## config.mk

```make
export PLATFORM = sky130hd
export DESIGN_NAME = tsac_top
export DESIGN_NICKNAME = d
export VERILOG_FILES = /design/src/core/tsac_pkg.sv /design/src/core/tsac_sync.sv /design/src/core/tsac_top.sv
export SDC_FILE = /design/constraint.sdc
export NUM_CORES = 1
export LEC_CHECK = 0
export ABC_CLOCK_PERIOD_IN_PS = 2660
export BUFFER_PORTS_ARGS = -buffer_cell sky130_fd_sc_hd__buf_4
export CAP_MARGIN = 20
export CORE_MARGIN = 2
export CORE_UTILIZATION = 55
export DETAILED_ROUTE_END_ITERATION = 12
export PLACE_DENSITY = 0.74
export SLEW_MARGIN = 15
export SYNTH_ARGS = -nofsm -noshare
export SYNTH_HDL_FRONTEND = slang
export SYNTH_SLANG_ARGS = --single-unit
```

## constraint.sdc

```tcl
create_clock -name i_clk -period 2.66 [get_ports i_clk]
set_clock_uncertainty 0.2 [all_clocks]
set_input_delay 0.266 -clock i_clk [delete_from_list [all_inputs] [get_ports i_clk]]
set_output_delay 0.266 -clock i_clk [all_outputs]
set_load 0.02 [all_outputs]
```

## src/core/tsac_pkg.sv

```systemverilog
package tsac_pkg;

  // ==========================================================================
  // cc line classification from the analog comparators
  typedef enum logic [1:0] {
    TSAC_CC_OPEN = 2'h0,
    TSAC_CC_RD   = 2'h1,
    TSAC_CC_RA   = 2'h2
  } tsac_cc_t;

  // ==========================================================================
  // advertised current level driven into the cc source current dac
  typedef enum logic [1:0] {
    TSAC_ADV_STD   = 2'h0,
    TSAC_ADV_1A5   = 2'h1,
    TSAC_ADV_3A    = 2'h2
  } tsac_adv_t;

  // ==========================================================================
  // detection inputs carried together
  typedef struct packed {
    tsac_cc_t cc1;
    tsac_cc_t cc2;
  } tsac_det_t;

  // switch controls carried together
  typedef struct packed {
    logic vbus_on;
    logic vconn_cc1;
    logic vconn_cc2;
  } tsac_sw_t;

  // ==========================================================================
  // timing
  localparam int unsigned TSAC_CLK_MHZ       = 125;
  localparam int unsigned TSAC_DEGLITCH_US   = 150;
  localparam int unsigned TSAC_DEGLITCH_CYC  = TSAC_DEGLITCH_US * TSAC_CLK_MHZ;
  localparam int unsigned TSAC_CNT_W         = 16;
  localparam logic [TSAC_CNT_W-1:0] TSAC_CNT_ZERO = 16'h0000;
  localparam logic [TSAC_CNT_W-1:0] TSAC_CNT_ONE  = 16'h0001;

  // reset values
  localparam tsac_det_t TSAC_DET_RST = '{cc1: TSAC_CC_OPEN, cc2: TSAC_CC_OPEN};
  localparam tsac_sw_t  TSAC_SW_OFF  = '{vbus_on: 1'b0, vconn_cc1: 1'b0,
                                         vconn_cc2: 1'b0};

endpackage

```

## src/core/tsac_sync.sv

```systemverilog
`timescale 1ns/1ps
`default_nettype none

// ============================================================================
// three-stage synchroniser; output moves once stages two and three agree
module tsac_sync
  import tsac_pkg::*;
#(
  parameter int unsigned W = 1
) (
  input  wire logic         i_clk,
  input  wire logic         i_rst_n,
  input  wire logic [W-1:0] i_async,
  output logic      [W-1:0] o_sync
);

  logic [W-1:0] s1;
  logic [W-1:0] s2;
  logic [W-1:0] s3;
  logic [W-1:0] held;
  logic [W-1:0] next_held;

  // per bit: take stage three where it matches stage two, else hold;
  // a chattering bit must not freeze the other bits of the word
  always_comb begin
    next_held = (~(s2 ^ s3) & s3) | ((s2 ^ s3) & held);
  end

  // three stages and the agreed value
  always_ff @(posedge i_clk or negedge i_rst_n) begin
    if (!i_rst_n) begin
      s1   <= '0;
      s2   <= '0;
      s3   <= '0;
      held <= '0;
    end else begin
      s1   <= i_async;
      s2   <= s1;
      s3   <= s2;
      held <= next_held;
    end
  end

  assign o_sync = held;

endmodule

`default_nettype wire

```

## src/core/tsac_top.sv

```systemverilog
// Function
// - Drive the test-accessory flag low when Rd is seen on both CC pins.
// - Once a test accessory is flagged, watch only CC1, release on Rd loss.
// - Keep the orientation flag released whenever no sink is attached.
// - With a sink, release orientation for Rd on CC1, drive low for CC2 Rd.
// - With enable low, open both switches, release all flags, stop CC watch.
// - Start only after aux supply is good, then sample enable high to run.
// - Assert the high-load flag low while a sink is attached and load current exceeds 1.95 A.
// - Pull the sink-attached output low while a sink is attached.
// - After start-up keep monitoring CC1 and CC2 for a sink attach.
// - Turn VBUS on only after the attach deglitch time has elapsed.
// - Route VCONN to the CC pin that shows Ra opposite the sink.
// - Remove VBUS as soon as the sink detaches.
// - Advertise current from the live state of the two select inputs.
// - Low select 0 gives standard, 1,0 gives 1.5 A and 1,1 gives 3 A.
`timescale 1ns/1ps
`default_nettype none

module tsac_top
  import tsac_pkg::*;
#(
  parameter int unsigned DEGLITCH_CYC = TSAC_DEGLITCH_CYC
) (
  input  wire logic      i_clk,
  input  wire logic      i_rst_n,
  input  wire logic      i_aux_good,               // aux above uvlo
  input  wire logic      i_enable,                 // system enable pin
  input  wire logic      i_adv_level_sel_lo,
  input  wire logic      i_adv_level_sel_hi,
  input  wire tsac_det_t i_det,                    // cc comparators
  input  wire logic      i_load_over,              // load above 1.95 A cmp
  output tsac_sw_t       o_sw,                     // vbus / vconn switches
  output tsac_adv_t      o_adv,                    // cc current source level
  output logic           o_cc_mon_en,              // cc comparator enable
  output logic           o_plug_orientation_flag_oe,
  output logic           o_test_acc_oe,
  output logic           o_sink_attached_n_oe,
  output logic           o_high_load_oe
);

  // ==========================================================================
  // input synchronisation
  localparam int unsigned SYW = 5 + $bits(tsac_det_t);

  logic [SYW-1:0] sy;
  logic           aux_s;
  logic           en_s;
  logic           sel_lo_s;
  logic           sel_hi_s;
  logic           load_s;
  tsac_det_t      det_s;

  // one three-stage path for every pin-level input
  tsac_sync #(.W(SYW)) u_sync (
    .i_clk   (i_clk),
    .i_rst_n (i_rst_n),
    .i_async ({i_aux_good, i_enable, i_adv_level_sel_lo, i_adv_level_sel_hi,
               i_load_over, i_det}),
    .o_sync  (sy)
  );

  // enable is trusted to be a driven level, no float handling
  assign {aux_s, en_s, sel_lo_s, sel_hi_s, load_s, det_s} = sy;

  // ==========================================================================
  // detection state machine
  typedef enum logic [2:0] {
    ST_OFF,
    ST_UNATT,
    ST_DEGL,
    ST_SINK1,
    ST_SINK2,
    ST_TACC
  } tsac_st_t;

  tsac_st_t              st;
  tsac_st_t              next_st;
  tsac_det_t             last_det;
  tsac_det_t             next_last_det;
  logic [TSAC_CNT_W-1:0] cnt;
  logic [TSAC_CNT_W-1:0] next_cnt;

  function automatic logic is_rd(input tsac_cc_t c);
    return c == TSAC_CC_RD;
  endfunction

  // stability load; the parameter must stay below 2**16, a larger value
  // wraps here and would shorten the attach deglitch
  localparam logic [TSAC_CNT_W-1:0] DEGL_LOAD = TSAC_CNT_W'(DEGLITCH_CYC);

  // attach decode and stability count
  always_comb begin
    next_st       = st;
    next_last_det = det_s;
    next_cnt      = cnt;
    if (!aux_s || !en_s) begin
      next_st  = ST_OFF;
      next_cnt = DEGL_LOAD;
    end else begin
      unique case (st)
        ST_OFF: begin
          next_st  = ST_UNATT;
          next_cnt = DEGL_LOAD;
        end
        ST_UNATT: begin
          if (is_rd(det_s.cc1) || is_rd(det_s.cc2)) begin
            next_st  = ST_DEGL;
            next_cnt = DEGL_LOAD;
          end
        end
        ST_DEGL: begin
          // a changed class restarts the count, so a pin that moves
          // from one rd pattern to another is judged afresh
          if (!(is_rd(det_s.cc1) || is_rd(det_s.cc2))) begin
            next_st = ST_UNATT;
          end else if (det_s != last_det) begin
            next_cnt = DEGL_LOAD;
          end else if (cnt > TSAC_CNT_ONE) begin
            next_cnt = cnt - TSAC_CNT_ONE;
          end else if (is_rd(det_s.cc1) && is_rd(det_s.cc2)) begin
            next_st = ST_TACC;
          end else if (is_rd(det_s.cc1)) begin
            next_st = ST_SINK1;
          end else begin
            next_st = ST_SINK2;
          end
        end
        ST_SINK1: begin
          if (!is_rd(det_s.cc1)) begin
            next_st = ST_UNATT;
          end
        end
        ST_SINK2: begin
          if (!is_rd(det_s.cc2)) begin
            next_st = ST_UNATT;
          end
        end
        ST_TACC: begin
          // only cc1 ends the accessory; cc2 may open meanwhile
          if (!is_rd(det_s.cc1)) begin
            next_st = ST_UNATT;
          end
        end
        default: next_st = ST_OFF;
      endcase
    end
  end

  // state, last class and stability count registers
  always_ff @(posedge i_clk or negedge i_rst_n) begin
    if (!i_rst_n) begin
      st       <= ST_OFF;
      last_det <= TSAC_DET_RST;
      cnt      <= TSAC_CNT_ZERO;
    end else begin
      st       <= next_st;
      last_det <= next_last_det;
      cnt      <= next_cnt;
    end
  end

  // ==========================================================================
  // output decode from the one state plus the live cc, load and select inputs
  // open-drain enables are high while the pin is pulled low
  tsac_sw_t  next_sw;
  tsac_adv_t next_adv;
  logic      next_mon;
  logic      next_pol_oe;
  logic      next_tacc_oe;
  logic      next_sink_oe;
  logic      next_load_oe;
  logic      sink;

  always_comb begin
    sink         = (st == ST_SINK1) || (st == ST_SINK2);
    next_mon     = (st != ST_OFF);
    next_sw      = TSAC_SW_OFF;
    next_sw.vbus_on = sink;
    // vconn to the non-sink pin only when it shows ra
    next_sw.vconn_cc2 = (st == ST_SINK1) &&
                        (det_s.cc2 == TSAC_CC_RA);
    next_sw.vconn_cc1 = (st == ST_SINK2) &&
                        (det_s.cc1 == TSAC_CC_RA);
    next_pol_oe  = (st == ST_SINK2);
    next_tacc_oe = (st == ST_TACC);
    next_sink_oe = sink;
    // no load current flows without vbus, so the flag waits for a sink
    next_load_oe = sink && load_s;
    // selects followed live while running
    if (!sel_lo_s) begin
      next_adv = TSAC_ADV_STD;
    end else if (sel_hi_s) begin
      next_adv = TSAC_ADV_3A;
    end else begin
      next_adv = TSAC_ADV_1A5;
    end
  end

  // every top output straight from a flip-flop
  always_ff @(posedge i_clk or negedge i_rst_n) begin
    if (!i_rst_n) begin
      o_sw                       <= TSAC_SW_OFF;
      o_adv                      <= TSAC_ADV_STD;
      o_cc_mon_en                <= 1'b0;
      o_plug_orientation_flag_oe <= 1'b0;
      o_test_acc_oe              <= 1'b0;
      o_sink_attached_n_oe       <= 1'b0;
      o_high_load_oe             <= 1'b0;
    end else begin
      o_sw                       <= next_sw;
      o_adv                      <= next_adv;
      o_cc_mon_en                <= next_mon;
      o_plug_orientation_flag_oe <= next_pol_oe;
      o_test_acc_oe              <= next_tacc_oe;
      o_sink_attached_n_oe       <= next_sink_oe;
      o_high_load_oe             <= next_load_oe;
    end
  end

endmodule

`default_nettype wire

```

# Word-level counts from Yosys, hierarchy flattened
# Index checks and enable logic that the tools add are counted.
# Widths: inputs -> output; s select.
# word_totals
wordCells	73
in_bits	11
output_inout_bits	10
reg_bits	68
# op_classes
muxes	18
n_eq_ne	17
addsub	1
bitwise	5
n_reduce_logical	15
n_lt_le_gt_ge	1
# op_table
operator	count
$mux 16	5
$pmux 16 s3	1
$mux 3	9
$and 9x9->9	2
$gt 16x1->1 const B	1
$sub 16x1->16 const B	1
$pmux 3 s5	1
$ne 3x3->1 const B	4
$ne 4x4->1 const B	3
$not 9->9	1
$or 9x9->9	1
$xor 9x9->9	1
$eq 3x2->1 const B	2
$eq 3x3->1 const B	2
$reduce_and 5->1	1
$eq 2x1->1 const B	2
$eq 2x2->1 const B	2
$logic_and 1x1->1	4
$mux 2	2
$ne 4x4->1	1
$reduce_and 4->1	1
$reduce_bool 4->1	1
$eq 3x1->1 const B	1
$logic_not 3->1	1
4 further kinds	7

# Depth between registers and ports, before layout
# logic_depth
ltp_word	8
mapped_depth	8

# Hierarchy
# From an unflattened synthesis, not the netlist that was laid out.
# hier_totals
hier_cells	227
hier_area_um2	2696.3
# modules_own_cells
mod	area_each_um2	cells_per_inst	instances
tsac_top	1694.1	182	1
tsac_sync	1002.2	45	1

# Least setup slack after synthesis
# No wires, ideal clock.
# synth_path
kind	reg2reg
from	register cnt[0]
to	register cnt[12]
required_time_ns	2.373
period_less_slack_ns	2.232
path_buffers	0
path_stages_with_launch	8
path_slack_ns	0.428
arrival_ns	1.944
path_cell_list	dfrtp_1 inv_1 ha_1 or3b_2 nor2_1 nand3_1 or4_1 a22oi_1
# synth_between
elab_chain_len	6
elab_cells_between_ends	9
classes_between	1 x add/sub; 1 x order compare; 1 x eq/ne; 5 x mux; 1 x reduce/logical
# synth_rtl
item	line	rtl
from (decl)	tsac_top.sv:80	logic [TSAC_CNT_W-1:0] cnt;
from (signal assigned)	tsac_top.sv:158	cnt <= next_cnt;
$sub 16x1->16	tsac_top.sv:119	next_cnt = cnt - TSAC_CNT_ONE;
$mux 16	tsac_top.sv:118	end else if (cnt > TSAC_CNT_ONE) begin
$mux 16	tsac_top.sv:116	end else if (det_s != last_det) begin
$mux 16	tsac_top.sv:114	if (!(is_rd(det_s.cc1) || is_rd(det_s.cc2))) begin
$pmux 16 s3	tsac_top.sv:100	unique case (st)
$mux 16	tsac_top.sv:96	if (!aux_s || !en_s) begin
# Several ways; a longest one is shown, not always the timed one. The select of a mux whose other input is x is not followed.
# A chain may end at the register's enable or synchronous reset.

# Final worst setup path
# Same ends and word-level chain as after synthesis.

==> results <==
- The die covers 5630 µm².
- The number of cells on the worst hold path is 0.
- The number of flip-flops and latches in the synthesized netlist is 68.
- Yosys mapped a number of flops with a built-in enable equal to 0.
- The most common library cell in the layout ignoring fill and taps is sky130_fd_sc_hd__dfrtp_1.
- The total negative slack is 0 ns.
- For this block, the initial DRC count from the detailed router was 171.
- The worst setup path is launched from a register.
- For this run, the top clock speed supported by timing is 405 MHz.
- The number of antenna diodes in the final layout is 0.
- The per-cell via count in the routed design is 5.61.
- The number of failing hold endpoints at the final stage is 0.
- The power density over cell area is 608 nW/µm².
- Once detailed placement completed, the half-perimeter wirelength came to 3500 µm.
- IR analysis of the VDD net gives a maximum drop of 0.000411 V.
- Entering global routing, the biggest net connects 69 pins.
- The area growth from synthesis to layout is 18.7%.
- From left edge to right edge, the die measures 75.1 µm.
- The class of the most critical hold timing path is register to register.
- The synthesized area divided by synthesized cell count is 12.2 µm².
- The top cell types in the final layout, fill and taps aside, are 68 x sky130_fd_sc_hd__dfrtp_1, 28 x sky130_fd_sc_hd__buf_4.
- The number of cells traversed by the worst register-to-register path is 7.
- At the worst endpoint, the arrival time is 2.52 ns.
- The time the worst path needs with I/O delays and setup is 2.47 ns.
- The clock transition at the registers of the reported paths is 0.07 ns.
- The count of pins on the block boundary is 21.
- The number of warning messages in the yosys log is 0.
- Measured against its own limit, the worst slew margin works out to 45.5%.
- The static leakage is 1.38 nW.
- Of the total power, the clock network draws 37.4%.
- The number of pins with negative max-slew slack in the final report is 0.
- The final clock period utilization by the worst path is 92.7%.
- Measured along the y axis, the die boundary spans 75.1 µm.
- The number of buffers created by CTS is 9.
- Clock latency on the worst-skew pair, taken at its later pin, is 0.34 ns.
- Synthesis produced a netlist whose cell count is 228.
- The number of antenna violations at the first check in global routing came to 0.
- The fraction of power spent switching nets is 24.9%.
- Setup violations remaining at the end of the flow were counted as 0.
- The net count of the mapped netlist is 241.
- For this run, the post-layout net count is 281.
- The first global-routing pass estimated 9120 µm of wire.
- The root cell of the clock tree is sky130_fd_sc_hd__clkbuf_8.
- Hold timing on the final database bottoms out at a slack of 0.148 ns.
- The net switching component of the power is 0.499 mW.
- The clock passes through at most 2 buffers.
- The run finished with clean final reports.
- Once the floorplan was initialized, standard cells occupied 58.0% of the core.
- The number of cell rows is 25.
- The count of cell types in the netlist is 57.
- The remaining antenna violation count is 0.
- The peak fanout along the critical path is 6.
- The cell internal power dissipation is 1.51 mW.
- The number of clock sinks seen by CTS is 68.
- The global-route usage over all layers is 22.3%.
- The total detailed-routing wirelength is 5290 µm.
- The average wire per cell in the routed design is 15.6 µm.
- At the end of routability-driven placement, the weighted congestion stood at 0.920.
- Summing over every cut layer, the via total after detailed routing is 1906.
- The sequential-to-total area share from yosys stat is 61.3%.
- The number of maximum-capacitance constraint violations is 0.
- The type of destination of the critical path is a register.
- TritonCTS built the clock tree.
- The sequential cell fraction of total power is 55.7%.
- Setup repair after global routing left no endpoint under its margin.
- After synthesis the cells add up to 2780 µm².
- For this run the aggregate overflow at the end of global routing stands at 0.
- At the worst endpoint, the required time is 2.72 ns.
- The critical path is of the register to register type.
- The count of buffers added on input and output ports is 20.
- The total core area is 4790 µm².
- The fraction of registers with async set/reset is 100%.
- Combinational logic burns 6.9% of the power.
- The most used flip-flop cell after synthesis is sky130_fd_sc_hd__dfrtp_1.
- The via count of the first global-routing pass is 1876.
- In the final layout, the share of cells above drive strength 1 is 22.7%.
- The filler cell count in the final layout is 365.
- The H-tree depth reported by CTS is 3.
- The residual DRC count is 0.
- The first TritonRoute pass finished after 4 iterations.
- At the pin with the least slew margin, the transition time is 0.818 ns.
-- cell type report --
type | instances | area, µm² | share of cell area, %
Timing Repair Buffer | 38 | 310 | 9.41
Clock buffer | 10 | 138 | 4.17
Multi-Input combinational cell | 141 | 987 | 29.9
Tap cell | 67 | 83.8 | 2.54
Sequential cell | 68 | 1700 | 51.6
Clock inverter | 6 | 38.8 | 1.18
Inverter | 10 | 37.5 | 1.14
-- synth_stat cells, types with 4 or more instances --
library cell / instances / area, µm²
sky130_fd_sc_hd__maj3_1: 9 / 90.1
sky130_fd_sc_hd__inv_1: 10 / 37.5
sky130_fd_sc_hd__a21oi_1: 9 / 45.0
sky130_fd_sc_hd__or4_1: 4 / 30.0
sky130_fd_sc_hd__buf_2: 4 / 20.0
sky130_fd_sc_hd__dfrtp_1: 68 / 1700
sky130_fd_sc_hd__o21ai_0: 9 / 45.0
sky130_fd_sc_hd__or3_1: 4 / 25.0
sky130_fd_sc_hd__nand3_1: 4 / 20.0
sky130_fd_sc_hd__xor2_1: 4 / 35.0
sky130_fd_sc_hd__or2_2: 4 / 25.0
sky130_fd_sc_hd__o22ai_1: 4 / 25.0
sky130_fd_sc_hd__o31ai_1: 6 / 45.0
sky130_fd_sc_hd__nand2_1: 8 / 30.0
sky130_fd_sc_hd__nor3_1: 10 / 50.1
sky130_fd_sc_hd__nor2_1: 9 / 33.8
-- worst max-delay path: stages (launching register included) --
cell,delay [ns]
sky130_fd_sc_hd__dfrtp_1,0.42
sky130_fd_sc_hd__inv_1,0.08
sky130_fd_sc_hd__ha_1,0.25
sky130_fd_sc_hd__or3b_2,0.54
sky130_fd_sc_hd__nor2_1,0.17
sky130_fd_sc_hd__nand3_1,0.12
sky130_fd_sc_hd__or4_1,0.41
sky130_fd_sc_hd__a22oi_1,0.18
-- layer usage --
metal / GRT usage (%) / up-vias / wire, µm
li1: - / 911 / -
met1: 31.8 / 910 / 2460
met2: 32.2 / 75 / 2370
met3: 6.29 / 10 / 353
met4: 10.1 / 0 / 106
met5: 0 / - / 0
-- path summary, 6_finish.rpt --
path / startpoint / endpoint / slack (ns)
worst min register to register: u_sync.s1[6] / u_sync.s2[6] / 0.15
min in group asynchronous: i_rst_n / o_adv[1] / 0.36
worst min-delay path: u_sync.s1[6] / u_sync.s2[6] / 0.15
worst max-delay path: cnt[0] / cnt[12] / 0.19
worst max register to register: cnt[0] / cnt[12] / 0.19
max in group asynchronous: i_rst_n / o_cc_mon_en / 1.36
-- through the flow --
stage	setup slack, ns	std cells	utilization [%]	instance area (µm²)	power (mW)
6_report	0.194	340	68.9	3300	2.01
5_1_grt	0.0633	340	68.9	3300	2.10
4_1_cts	0.204	340	68.9	3300	2.03
3_5_place_dp	0.229	314	63.1	3020	1.27
3_3_place_gp	0.292	314	63.1	3020	1.26
2_1_floorplan	0.428	228	-	2780	1.20
-- what timing repair did --
action / in CTS / in global routing
setup endpoints to repair: 0 / 0
hold buffers: 10 / 0
resized for setup: 0 / 0
buffers inserted: 0 / 0
hold endpoints to repair: 77 / 0
-- cell families after synthesis --
group / synth area share (%)
AND/OR/NAND/NOR: 15.7
flip-flops: 61.3
AO/OA/AOI/OAI: 13.3
buffers and inverters: 3.15
adder cells (fa/ha/maj): 4.15
XOR/XNOR: 1.26
multiplexers: 1.13
-- power groups by stage --
stage,Combinational [mW],Clock [mW],Sequential [mW]
after floorplan,0.0675,0,1.13
after global placement,0.126,0,1.13
after detailed placement,0.128,0,1.14
after CTS,0.141,0.768,1.12
after global routing,0.156,0.822,1.12
final,0.139,0.750,1.12
Note: power is estimated with default switching activity, not from simulation.
